$ cat src/core/dsr_params.svh
`ifndef DSR_PARAMS_SVH
`define DSR_PARAMS_SVH

// ------------------------------------------------------------
// timing
// ------------------------------------------------------------
`define DSR_CLK_HZ            250000000
`define DSR_MASTER_HZ         20000000
`define DSR_MEAS_INTERVAL_S   1
`define DSR_PPM_LIMIT         12
`define DSR_SEC_NOM_HZ        8000
`define DSR_FRAME_HZ          8000
`define DSR_RATE_DIV          4
`define DSR_E3_KHZ            34368
`define DSR_T3_KHZ            44736
`define DSR_MEAS_CYCLES       (`DSR_CLK_HZ * `DSR_MEAS_INTERVAL_S)
`define DSR_FRAME_DIV         (`DSR_CLK_HZ / `DSR_FRAME_HZ)
`define DSR_RESET_OOR         1'b0
`endif

$ cat src/core/dsr_pkg.sv
package dsr_pkg;
  typedef enum logic [1:0] {
    DSR_FREE_RUN,
    DSR_NORMAL,
    DSR_HOLDOVER
  } dsr_mode_t;
  typedef enum logic {
    DSR_REF_PRI,
    DSR_REF_SEC
  } dsr_ref_t;
endpackage

$ cat src/core/dsr_rate_gen.sv
`include "dsr_params.svh"
module dsr_rate_gen #(
  parameter int ACC_W = 24
) (
  input  wire logic             i_clk,
  input  wire logic             i_reset_n,
  input  wire logic [ACC_W-1:0] i_step,
  input  wire logic             i_div4,
  output logic                  o_clk_out
);
  typedef struct packed {
    logic [ACC_W-1:0] acc;
    logic [1:0]       sub;
    logic             out;
  } dsr_rg_state_t;

  dsr_rg_state_t st_r;
  dsr_rg_state_t st_nxt;
  logic [ACC_W:0] sum;

  if (ACC_W < 8) begin : g_bad_acc_w
    $error("dsr_rate_gen: ACC_W too small");
  end

  always_comb begin
    st_nxt = st_r;
    sum    = {1'b0, st_r.acc} + {1'b0, i_step};
    st_nxt.acc = sum[ACC_W-1:0];
    if (sum[ACC_W]) begin
      st_nxt.sub = st_r.sub + 2'h1;
      if (!i_div4 || (st_r.sub == 2'h3)) begin
        st_nxt.out = ~st_r.out;
      end
    end
  end

  always_ff @(posedge i_clk or negedge i_reset_n) begin
    if (!i_reset_n) begin
      st_r <= '0;
    end else begin
      st_r <= st_nxt;
    end
  end

  assign o_clk_out = st_r.out;
endmodule // dsr_rate_gen

$ cat src/core/dsr_status.sv
`include "dsr_params.svh"
module dsr_status #(
  parameter int MEAS_CYCLES = `DSR_MEAS_CYCLES,
  parameter int FRAME_DIV   = `DSR_FRAME_DIV,
  parameter int PPM_LIMIT   = `DSR_PPM_LIMIT,
  parameter int SEC_NOM     = `DSR_SEC_NOM_HZ * `DSR_MEAS_INTERVAL_S
) (
  input  wire logic                i_clk,
  input  wire logic                i_reset_n,
  input  wire logic                i_pin_strap_control_select,
  input  wire logic                i_fast_acquire_select,
  input  wire logic                i_data_strobe_n,
  input  wire logic                i_host_rate_sel_t3,
  input  wire logic                i_host_rate_divide_select,
  input  wire logic                i_strap_rate_sel_t3,
  input  wire logic                i_strap_rate_divide_select,
  input  wire logic                i_phase_continuity_ctrl_in,
  input  wire logic                i_sec_ref,
  input  wire dsr_pkg::dsr_mode_t  i_mode,
  input  wire dsr_pkg::dsr_ref_t   i_ref_sel,
  input  wire logic                i_freq_locked,
  output logic                     o_e3_t3_rate_clock_out,
  output logic                     o_frame_pulse_8k_out,
  output logic                     o_holdover,
  output logic                     o_lock,
  output logic                     o_fast_lock_active,
  output logic                     o_phase_continuity_captured,
  output logic                     o_pri_hold_to_pri_norm_ok,
  output logic                     o_pri_hold_to_sec_norm_ok,
  output logic                     o_secondary_ref_out_of_range,
  output logic                     o_host_access
);
  import dsr_pkg::*;

  localparam int STEP_W = 24;
  localparam logic [STEP_W-1:0] STEP_E3 =
    STEP_W'((64'(`DSR_E3_KHZ) * 2 * (64'h1 << STEP_W)) / (`DSR_CLK_HZ / 1000));
  localparam logic [STEP_W-1:0] STEP_T3 =
    STEP_W'((64'(`DSR_T3_KHZ) * 2 * (64'h1 << STEP_W)) / (`DSR_CLK_HZ / 1000));
  localparam int LIM = (SEC_NOM * PPM_LIMIT) / 1000000;

  if (MEAS_CYCLES < 2 || FRAME_DIV < 2) begin : g_bad_counts
    $error("dsr_status: counts too small");
  end

  // ------------------------------------------------------------
  // input synchronisers
  // ------------------------------------------------------------
  typedef struct packed {
    logic [8:0] s1;
    logic [8:0] s2;
  } dsr_sync_t;

  // ------------------------------------------------------------
  // block state
  // ------------------------------------------------------------
  typedef struct packed {
    dsr_sync_t  sy;
    logic       sec_d;
    logic [31:0] meas_cnt;
    logic [31:0] edge_cnt;
    logic [31:0] frame_cnt;
    logic       frame;
    logic       pcc_cap;
    logic       holdover;
    logic       lock;
    logic       fast;
    logic       oor;
    logic       ds_d;
    logic       host_access;
    logic       rate_q;
  } dsr_state_t;

  dsr_state_t st_r;
  dsr_state_t st_nxt;
  logic       sel_t3;
  logic       sel_full;
  logic       rate_clk;

  function automatic logic over_limit(input logic [31:0] cnt);
    logic [31:0] dev;
    dev = (cnt > 32'(SEC_NOM)) ? cnt - 32'(SEC_NOM) : 32'(SEC_NOM) - cnt;
    return dev > 32'(LIM);
  endfunction

  always_comb begin
    logic hw;
    logic pcc;
    logic sec;
    logic ds_n;
    logic fl;
    logic [31:0] edge_now;
    hw   = st_r.sy.s2[0];
    fl   = st_r.sy.s2[1];
    ds_n = st_r.sy.s2[2];
    pcc  = st_r.sy.s2[7];
    sec  = st_r.sy.s2[8];
    edge_now = st_r.edge_cnt + {31'h0, sec && !st_r.sec_d};
    st_nxt = st_r;
    st_nxt.rate_q = rate_clk;
    st_nxt.sy.s1 = {i_sec_ref, i_phase_continuity_ctrl_in, i_strap_rate_divide_select,
                    i_strap_rate_sel_t3, i_host_rate_divide_select, i_host_rate_sel_t3,
                    i_data_strobe_n, i_fast_acquire_select, i_pin_strap_control_select};
    st_nxt.sy.s2 = st_r.sy.s1;

    if (st_r.frame_cnt >= 32'(FRAME_DIV - 1)) begin
      st_nxt.frame_cnt = '0;
    end else begin
      st_nxt.frame_cnt = st_r.frame_cnt + 32'h1;
    end
    st_nxt.frame = st_r.frame_cnt < 32'(FRAME_DIV / 2);

    if (st_nxt.frame && !st_r.frame) begin
      st_nxt.pcc_cap = pcc;
    end

    st_nxt.holdover = (i_mode == DSR_HOLDOVER);
    st_nxt.lock = i_freq_locked && (i_mode == DSR_NORMAL);
    st_nxt.fast = hw && fl;

    st_nxt.ds_d = ds_n;
    st_nxt.host_access = !hw && !ds_n && st_r.ds_d;

    st_nxt.sec_d = sec;
    st_nxt.edge_cnt = edge_now;
    if (st_r.meas_cnt >= 32'(MEAS_CYCLES - 1)) begin
      st_nxt.meas_cnt = '0;
      st_nxt.edge_cnt = '0;
      st_nxt.oor = over_limit(edge_now);
    end else begin
      st_nxt.meas_cnt = st_r.meas_cnt + 32'h1;
    end
  end

  always_ff @(posedge i_clk or negedge i_reset_n) begin
    if (!i_reset_n) begin
      st_r <= '0;
    end else begin
      st_r <= st_nxt;
    end
  end

  assign sel_t3   = st_r.sy.s2[0] ? st_r.sy.s2[5] : st_r.sy.s2[3];
  assign sel_full = st_r.sy.s2[0] ? st_r.sy.s2[6] : st_r.sy.s2[4];

  dsr_rate_gen #(
    .ACC_W (STEP_W)
  ) u_rate (
    .i_clk     (i_clk),
    .i_reset_n (i_reset_n),
    .i_step    (sel_t3 ? STEP_T3 : STEP_E3),
    .i_div4    (!sel_full),
    .o_clk_out (rate_clk)
  );

  assign o_e3_t3_rate_clock_out       = st_r.rate_q;
  assign o_frame_pulse_8k_out         = st_r.frame;
  assign o_holdover                   = st_r.holdover;
  assign o_lock                       = st_r.lock;
  assign o_fast_lock_active           = st_r.fast;
  assign o_phase_continuity_captured  = st_r.pcc_cap;
  assign o_pri_hold_to_pri_norm_ok    = st_r.pcc_cap;
  assign o_pri_hold_to_sec_norm_ok    = st_r.pcc_cap;
  assign o_secondary_ref_out_of_range = st_r.oor;
  assign o_host_access                = st_r.host_access;
endmodule // dsr_status

$ cat config.mk
export PLATFORM = sky130hd
export DESIGN_NAME = dsr_status
export DESIGN_NICKNAME = d
export VERILOG_FILES = /design/src/core/dsr_pkg.sv /design/src/core/dsr_rate_gen.sv /design/src/core/dsr_status.sv
export VERILOG_INCLUDE_DIRS = /design/src /design/src/core
export SDC_FILE = /design/constraint.sdc
export NUM_CORES = 1
export LEC_CHECK = 0
export ABC_AREA = 0
export BUFFER_PORTS_ARGS = -buffer_cell sky130_fd_sc_hd__buf_2
export CAP_MARGIN = 5
export CORE_MARGIN = 2
export CORE_UTILIZATION = 45
export CTS_CLUSTER_SIZE = 20
export DETAILED_ROUTE_END_ITERATION = 6
export PLACE_DENSITY = 0.6
export RECOVER_POWER = 25
export SETUP_SLACK_MARGIN = 0.1
export SYNTH_ARGS = -nofsm -noshare
export SYNTH_HDL_FRONTEND = slang
export SYNTH_HIERARCHICAL = 1
export SYNTH_SLANG_ARGS = --single-unit
$ cat constraint.sdc
create_clock -name i_clk -period 8.1 [get_ports i_clk]
set_clock_uncertainty 0.15 [all_clocks]
set_input_delay 1.215 -clock i_clk [delete_from_list [all_inputs] [get_ports i_clk]]
set_output_delay 1.215 -clock i_clk [all_outputs]
set_load 0.1 [all_outputs]
==> results of run 1 <==
==> logic make-up (layout without fill, tap and decap cells) <==
group | after synthesis | count (layout) | share of synthesized area
adder cells (fa/ha/maj) | 35 | 35 | 0.0536
XOR/XNOR | 105 | 105 | 0.111
other | 2 | 31 | 0.000904
AO/OA/AOI/OAI | 146 | 146 | 0.125
flip-flops | 151 | 151 | 0.455
AND/OR/NAND/NOR | 347 | 347 | 0.219
multiplexers | 6 | 6 | 0.00784
buffers and inverters | 50 | 75 | 0.0283
==> placed cells by master (no fill, tap or decap), types with 18 or more instances in the layout <==
cell / count
dfrtp_1: 151
nor2_1: 113
xor2_1: 67
nand2_1: 50
xnor2_1: 38
nand3_1: 37
a21oi_1: 35
ha_1: 34
nand4_1: 33
conb_1: 31
o21ai_0: 21
nor3_1: 20
and3_1: 19
buf_2: 19
inv_1: 18
==> metrics by stage <==
stage | setup WS [ps] | hold slack [ps] | instance area [um2] | util
6_report | 2880 | 198 | 9260 | 0.514
4_1_cts | 2930 | 201 | 9270 | 0.514
3_3_place_gp | 2940 | 182 | 8670 | 0.481
2_1_floorplan | 3740 | 181 | 8410 | -
5_1_grt | 2440 | 215 | 9260 | 0.514
3_5_place_dp | 2930 | 186 | 8670 | 0.481
==> worst max-delay path, stage by stage (launching register included) <==
cell and delay [ps]:
dfrtp_1 360, nor2b_1 160, ha_1 350, nand3_1 240, nor4_4 790, a31oi_1 400, or3_4 450, nor4_2 790
nor3_1 160, or4_1 550, or4_1 410, o32a_1 290
==> power by group <==
part | total [mW] | internal (mW) | switching [mW] | leakage, nW
Clock | 0.793 | 0.473 | 0.319 | 0.283
Sequential | 0.878 | 0.848 | 0.0297 | 1.94
Combinational | 0.703 | 0.298 | 0.404 | 1.73
==> worst min-delay path by stage <==
stage                                startpoint                     to  slack [ps]  depth (start not counted)
after floorplan           st_nxt[114]$_DFF_PN0_  st_nxt[105]$_DFF_PN0_         180                          0
after global placement    st_nxt[113]$_DFF_PN0_    st_r[113]$_DFF_PN0_         180                          0
after detailed placement  st_nxt[114]$_DFF_PN0_  st_nxt[105]$_DFF_PN0_         190                          0
after CTS                 st_nxt[114]$_DFF_PN0_  st_nxt[105]$_DFF_PN0_         200                          0
after global routing      st_nxt[113]$_DFF_PN0_    st_r[113]$_DFF_PN0_         210                          0
final                     st_nxt[114]$_DFF_PN0_  st_nxt[105]$_DFF_PN0_         200                          0
==> per-layer routing <==
layer / share of wire / vias to the layer above / track usage
li1: - / 3072 / -
met1: 0.48 / 2968 / 0.252
met2: 0.46 / 100 / 0.278
met3: 0.041 / 23 / 0.0409
met4: 0.017 / 0 / 0.0584
met5: 0 / - / 0
==> area by class of cell <==
| cell class | count | area share |
|---|---|---|
| inverters | 19 | 0.00770 |
| multi-input cells | 670 | 0.475 |
| repair buffers | 25 | 0.0135 |
| clock buffers | 19 | 0.0489 |
| clock inverters | 12 | 0.0155 |
| well taps | 229 | 0.0310 |
| flip-flops and latches | 151 | 0.408 |
==> flow_summary.json, run 1 <==
{
  "area_growth_pct": 11.5,
  "slew_headroom": -1.46,
  "die_h_um": 140,
  "vias_per_cell": 5.48,
  "design.core.area_um2": 18000,
  "netlist_instances": 842,
  "outcome": "finished, violations left",
  "grt_use_total": 0.180,
  "portBuffers": 23,
  "rsz0062_at_grt": "false",
  "crit_start": "st_r[105]$_DFF_PN0_",
  "cp_max_fo": 15,
  "path_class": "flop to flop",
  "ys_async_sr_fraction": 1.00,
  "synth_ff_type": "dfrtp_1",
  "cp.required_ps": 8270,
  "num_rows": 49,
  "r2r-start": "st_r[105]$_DFF_PN0_",
  "h-tree-depth": 4,
  "holdCritPathClass": "flop to flop",
  "fill_cells": 1708,
  "clkTransAtPathRegs_ps": 70,
  "cp-end-kind": "flop",
  "maxCapViolCount": 1,
  "grt_pass1_vias": 5882,
  "yosys-top-cells-count": "dfrtp_1, nor2_1, xor2_1",
  "cp_data_arrival_time_ps": 5390,
  "synth_cell_types": 82,
  "cts_made_buffers": 17,
  "drive_gt1_frac": 0.0848,
  "report.final.slew_viol_count": 70,
  "hold_viol_final": 0,
  "regMostFlops": "st_r",
  "ant_nets": 0,
  "wl_per_cell_um": 14.8,
  "antenna_found_initial": 0,
  "yosysWarnings": 6,
  "multi_input_area_um2": 4400,
  "gp_congestion": 0.835,
  "grt_start_max_net_pins": 84,
  "cts_tree": "done",
  "setup_viol": 0,
  "violations": "max-capacitance violations, max-slew violations",
  "drt_iter0_markers": 305,
  "peakVddDrop_v": 0.000173,
  "setup_tns_ps": 0,
  "seq_area_um2": 3780,
  "rrSetupSlack_ps": 2880,
  "post_cts_resize_count": 0,
  "max_freq_mhz": 191,
  "dr_total_vias": 6163,
  "drc": 0,
  "dieArea_um2": 19600,
  "crit_end": "o_secondary_ref_out_of_range$_DFFE_PN0N_",
  "synth_area_leader_cell": "dfrtp_1",
  "r2r-end": "o_secondary_ref_out_of_range$_DFFE_PN0N_",
  "min_period_ps": 5220,
  "fin_cells": 1125,
  "start_util": 0.461,
  "dp_hpwl_um": 11500,
  "die_x_um": 140,
  "synth_area_leaders": "dfrtp_1, xor2_1, ha_1",
  "power.total_mw": 2.37,
  "routed_wl_um": 16700,
  "diodes": 0,
  "cts_sinks": 151,
  "post_cts_buffers": 0,
  "ys_ff_latch": 151,
  "synth_edf_count": 0,
  "yosysTopAreaCellShare": 0.455,
  "drtPass1Iterations": 5,
  "synth.most_common_cell": "dfrtp_1",
  "postCtsHoldBufs": 0,
  "cts_buffer_depth": 2,
  "dp_cells": 1094,
  "ios": 25,
  "ys_seq_area_frac": 0.455,
  "largest_reg_flops": 105,
  "synth_area_um2": 8300,
  "tightest_slew_ps": 3700,
  "clk_latency_ps": 430,
  "avgSynthCellArea_um2": 9.86,
  "p_leak_nw": 3.95,
  "reg2regPathDepth": 11,
  "start_kind": "flop",
  "overflow": 0,
  "fin_nets": 934,
  "p_per_area_nw_per_um2": 256,
  "period_share": 0.645,
  "cts-root-buf": "clkbuf_16",
  "grt_pass1_wl_um": 28700
}
(Power assumes the default switching activity.)
==> run 2: changes to the inputs <==
--- a/config.mk
+++ b/config.mk
@@ -13,7 +13,7 @@
 export CORE_UTILIZATION = 45
 export CTS_CLUSTER_SIZE = 20
 export DETAILED_ROUTE_END_ITERATION = 6
-export PLACE_DENSITY = 0.6
+export PLACE_DENSITY = 0.62
 export RECOVER_POWER = 25
 export SETUP_SLACK_MARGIN = 0.1
 export SYNTH_ARGS = -nofsm -noshare
==> constraint.sdc (replaced) <==
create_clock -name i_clk -period 4.7 [get_ports i_clk]
set_clock_uncertainty 0.15 [all_clocks]
set_input_delay 0.705 -clock i_clk [delete_from_list [all_inputs] [get_ports i_clk]]
set_output_delay 0.705 -clock i_clk [all_outputs]
set_load 0.1 [all_outputs]
==> run 2 against run 1 <==
The run still ends with max-capacitance violations, max-slew violations left. Register-to-register slack lost 2500 ps. Critical path depth increased by 3. Cell count rose by 3.0%. Global-route usage rose by 0.51 points. Clock power is 60% higher.
==> flow_summary.json, run 2 (same netlist as run 1, synthesis figures left out) <==
{
  "design_area_um2": 9510,
  "grt_pass1_wl_um": 29700,
  "p_leak_nw": 4.12,
  "rsz0062_at_grt": "false",
  "h-tree-depth": 4,
  "hold_viol_final": 0,
  "seq_area_um2": 3780,
  "largest_reg_flops": 105,
  "fin_cells": 1159,
  "die_h_um": 140,
  "overflow": 0,
  "drive_gt1_frac": 0.124,
  "dr_total_vias": 6311,
  "min_period_ps": 4320,
  "drc": 0,
  "cts_sinks": 151,
  "period_share": 0.920,
  "diodes": 0,
  "slew_headroom": -0.388,
  "layout_commonest_cell": "dfrtp_1",
  "routed_wl_um": 17100,
  "cp-end-kind": "flop",
  "multi_input_area_um2": 4430,
  "cts_buffer_depth": 2,
  "portBuffers": 23,
  "path_class": "flop to flop",
  "cp_data_arrival_time_ps": 4480,
  "setup_tns_ps": 0,
  "cp.required_ps": 4860,
  "grt_pass1_vias": 6184,
  "grt_use_total": 0.185,
  "max_freq_mhz": 231,
  "peakVddDrop_v": 0.000360,
  "report.final.slew_viol_count": 87,
  "outcome": "finished, violations left",
  "cts_made_buffers": 17,
  "gp_congestion": 0.879,
  "vias_per_cell": 5.45,
  "design.core.area_um2": 18000,
  "postCtsHoldBufs": 0,
  "area_growth_pct": 14.5,
  "drt_iter0_markers": 359,
  "fill_cells": 1680,
  "grt_start_max_net_pins": 87,
  "ios": 25,
  "tightest_slew_ps": 2080,
  "num_rows": 49,
  "ant_nets": 0,
  "setup_viol": 0,
  "clkTransAtPathRegs_ps": 60,
  "regMostFlops": "st_r",
  "rrSetupSlack_ps": 380,
  "violations": "max-capacitance violations, max-slew violations",
  "p_per_area_nw_per_um2": 422,
  "power.total_mw": 4.01,
  "dp_cells": 1127,
  "clk_latency_ps": 420,
  "hold_slack_ps": 198,
  "die_x_um": 140,
  "dieArea_um2": 19600,
  "drtPass1Iterations": 5,
  "mostFrequentLayoutCells": "dfrtp_1, nor2_1, xor2_1, nand2_1, xnor2_1",
  "start_kind": "flop",
  "wl_per_cell_um": 14.8,
  "cp_max_fo": 15,
  "antenna_found_initial": 0,
  "cts_tree": "done",
  "cts-root-buf": "clkbuf_16",
  "holdCritPathClass": "flop to flop",
  "start_util": 0.461,
  "maxCapViolCount": 1,
  "fin_nets": 967,
  "dp_hpwl_um": 12100,
  "place_area_um2": 8930
}
## run 2: cell type report
class	count	share of cell area
clock buffers	22	0.0478
well taps	229	0.0301
repair buffers	58	0.0409
multi-input cells	670	0.466
inverters	19	0.00750
clock inverters	10	0.0101
flip-flops and latches	151	0.397
## run 2: critical path, cell delays in order (launching register included)
cell and delay (ps):
dfrtp_1 370, nor2b_2 170, ha_2 250, nand3_2 130, nor4_4 220, buf_12 190
and3_1 160, a21oi_1 120, or3_4 430, or4_4 600, nand2b_1 110, a21oi_1 70
or4_1 540, or4_1 410, o32a_1 290
## run 2: report_power, final
part | switching (mW) | total, mW | internal [mW]
sequential | 0.0514 | 1.51 | 1.46
combinational | 0.709 | 1.23 | 0.518
clock | 0.528 | 1.27 | 0.745
## run 2: worst paths after layout
check                                      startpoint                                       end  depth (start not counted)
worst max-delay path              st_r[105]$_DFF_PN0_  o_secondary_ref_out_of_range$_DFFE_PN0N_                         14
worst min-delay path            st_nxt[108]$_DFF_PN0_                       st_nxt[2]$_DFF_PN0_                          0
worst max register to register    st_r[105]$_DFF_PN0_  o_secondary_ref_out_of_range$_DFFE_PN0N_                         14
worst min register to register  st_nxt[108]$_DFF_PN0_                       st_nxt[2]$_DFF_PN0_                          0
max in group asynchronous                   i_reset_n                        st_r[28]$_DFF_PN0_                          2
min in group asynchronous                   i_reset_n                 u_rate/st_r[25]$_DFF_PN0_                          1
## run 2: routing by layer
layer | track usage | wire (um) | vias to the layer above
met5 | 0 | 0 | -
met4 | 0.0589 | 189 | 0
met3 | 0.0375 | 538 | 17
met2 | 0.301 | 8160 | 104
met1 | 0.250 | 8240 | 3061
li1 | - | - | 3129
## run 2: repair_timing
action	CTS	global route
buffers inserted	0	0
hold endpoints to repair	0	0
gates resized for setup	0	8
setup endpoints to repair	0	1
## run 2: stage by stage
step                worst slack (ps)  utilization
finish                           376        0.528
global route                     158        0.528
CTS                              217        0.526
detailed placement               242        0.495
global placement                 276        0.495
floorplan                        343            -
==> run 3: changes to the inputs <==
--- a/config.mk
+++ b/config.mk
@@ -10,10 +10,10 @@
 export BUFFER_PORTS_ARGS = -buffer_cell sky130_fd_sc_hd__buf_2
 export CAP_MARGIN = 5
 export CORE_MARGIN = 2
-export CORE_UTILIZATION = 45
+export CORE_UTILIZATION = 57
 export CTS_CLUSTER_SIZE = 20
 export DETAILED_ROUTE_END_ITERATION = 6
-export PLACE_DENSITY = 0.62
+export PLACE_DENSITY = 0.76
 export RECOVER_POWER = 25
 export SETUP_SLACK_MARGIN = 0.1
 export SYNTH_ARGS = -nofsm -noshare
==> constraint.sdc (replaced) <==
create_clock -name i_clk -period 4.7 [get_ports i_clk]
set_clock_uncertainty 0.15 [all_clocks]
set_input_delay 0.705 -clock i_clk [delete_from_list [all_inputs] [get_ports i_clk]]
set_output_delay 0.705 -clock i_clk [all_outputs]
set_load 0.05 [all_outputs]
==> run 3 against run 2 <==
Setup slack worse by 89 ps. Power hardly changed. Cell count decreased by 3.7%. Largest power group unchanged. The flow still finishes with violations (max-capacitance violations, max-slew violations). Critical path depth grew 2. Combinational power is essentially flat. Flip-flop and latch count unchanged.
==> flow_summary.json, run 3 (same netlist as run 1, synthesis figures left out) <==
{
  "outcome": "finished, violations left",
  "violations": "max-capacitance violations, max-slew violations",
  "r2r-start": "st_nxt[105]$_DFF_PN0_",
  "drtPass1Iterations": 5,
  "design.core.area_um2": 14400,
  "grt_use_total": 0.232,
  "wl_per_cell_um": 15.3,
  "slew_headroom": -0.564,
  "power_frac_seq": 0.378,
  "dieArea_um2": 15500,
  "period_share": 0.939,
  "overflow": 0,
  "area_growth_pct": 14.3,
  "min_path_cells": 0,
  "peakVddDrop_v": 0.000333,
  "die_h_um": 125,
  "setup_viol": 0,
  "cp_max_fo": 11,
  "ios": 25,
  "worstHoldEndpoint": "st_r[106]$_DFF_PN0_",
  "report.final.slew_viol_count": 101,
  "fill_cells": 1146,
  "diodes": 0,
  "p_int_mw": 2.72,
  "gp_congestion": 0.890,
  "grt_pass1_vias": 6333,
  "rsz0062_at_grt": "false",
  "pwr-share-comb": 0.302,
  "clkTransAtPathRegs_ps": 60,
  "cts-root-buf": "clkbuf_16",
  "die_x_um": 125,
  "setup_tns_ps": 0,
  "crit_start": "st_nxt[105]$_DFF_PN0_",
  "maxCapViolCount": 1,
  "dp_hpwl_um": 11800,
  "switchingPower_mw": 1.29,
  "max_freq_mhz": 227,
  "reg2regPathDepth": 16,
  "p_sw_frac": 0.322,
  "regMostFlops": "st_r",
  "p_per_area_nw_per_um2": 423,
  "layout_commonest_cell": "dfrtp_1",
  "start_util": 0.578,
  "start_kind": "flop",
  "largest_reg_flops": 105,
  "grt_pass1_wl_um": 29800,
  "drive_gt1_frac": 0.131,
  "p_leak_nw": 4.15,
  "dr_total_vias": 6411,
  "holdCritPathClass": "flop to flop",
  "cts_buffer_depth": 2,
  "vias_per_cell": 5.74,
  "drt_iter0_markers": 470,
  "grt_start_max_net_pins": 101,
  "mostFrequentLayoutCells": "dfrtp_1, nor2_1, xor2_1, nand2_1, xnor2_1",
  "routed_wl_um": 17100,
  "tightest_slew_ps": 2350,
  "path_class": "flop to flop",
  "cts_tree": "done",
  "clkPwrFrac": 0.320,
  "hold_viol_final": 0,
  "num_rows": 44,
  "cp-end-kind": "flop",
  "cp_data_arrival_time_ps": 4560,
  "antenna_found_initial": 0,
  "drc": 0,
  "hp-start": "st_nxt[106]$_DFF_PN0_",
  "portBuffers": 23,
  "cp.required_ps": 4850,
  "min_period_ps": 4410,
  "r2r-end": "o_secondary_ref_out_of_range$_DFFE_PN0N_",
  "cts_sinks": 151,
  "fin_nets": 969,
  "clk_latency_ps": 410,
  "ant_nets": 0,
  "h-tree-depth": 4,
  "cts_made_buffers": 17,
  "rrSetupSlack_ps": 290,
  "final_core_util": 0.660
}
==> run 3: worst max path at each step <==
stage	endpoint	slack, ps	cells past startpoint
detailed placement	o_secondary_ref_out_of_range$_DFFE_PN0N_	140	13
global route	o_secondary_ref_out_of_range$_DFFE_PN0N_	100	17
floorplan	o_secondary_ref_out_of_range$_DFFE_PN0N_	340	15
CTS	o_secondary_ref_out_of_range$_DFFE_PN0N_	120	13
finish	o_secondary_ref_out_of_range$_DFFE_PN0N_	290	16
global placement	o_secondary_ref_out_of_range$_DFFE_PN0N_	160	13
==> run 3: layer usage <==
metal  track usage  share of wire
met2         0.381           0.48
met1         0.313           0.46
met5             0              0
met3        0.0451          0.041
met4        0.0714          0.018
==> run 3: area by class of cell <==
type | count | area, um2 | area share
Multi-Input combinational cell | 670 | 4450 | 0.469
Sequential cell | 151 | 3780 | 0.398
Clock buffer | 21 | 480 | 0.0506
Timing Repair Buffer | 60 | 392 | 0.0413
Tap cell | 184 | 230 | 0.0243
Clock inverter | 11 | 88.8 | 0.00936
Inverter | 19 | 71.3 | 0.00752
==> run 3: power groups by stage <==
stage | logic [mW] | registers, mW | clock network (mW)
after floorplan | 0.954 | 1.55 | 0
after detailed placement | 1.19 | 1.54 | 0
after CTS | 1.21 | 1.52 | 1.31
final | 1.21 | 1.52 | 1.29
after global placement | 1.16 | 1.53 | 0
after global routing | 1.36 | 1.53 | 1.37
==> run 3: repair_timing <==
item,in CTS,in global routing
buffers inserted,0,3
hold buffers,0,0
endpoints found under the setup margin,0,1
resized for setup,0,9
==> run 3: critical path, cell delays in order, from the launching register on <==
cell and delay (ps):
dfrtp_1 370, nor2b_2 160, ha_1 200, buf_4 170, and3_1 150, and3_1 190
xor2_1 180, inv_1 150, ha_2 260, nor3_2 70, a31o_2 290, or4_4 520
nand2b_1 110, a21oi_1 60, or4_1 530, or4_1 430, o32a_1 300
==> run 3: per-stage QoR <==
step / cells / power, mW / hold slack, ps / setup WS [ps] / instance area, um2
floorplan: 871 / 2.50 / 181 / 343 / 8410
global placement: 1081 / 2.70 / 182 / 163 / 8850
detailed placement: 1081 / 2.73 / 185 / 138 / 8850
CTS: 1113 / 4.04 / 199 / 116 / 9420
global route: 1116 / 4.26 / 200 / 103 / 9490
finish: 1116 / 4.02 / 198 / 287 / 9490
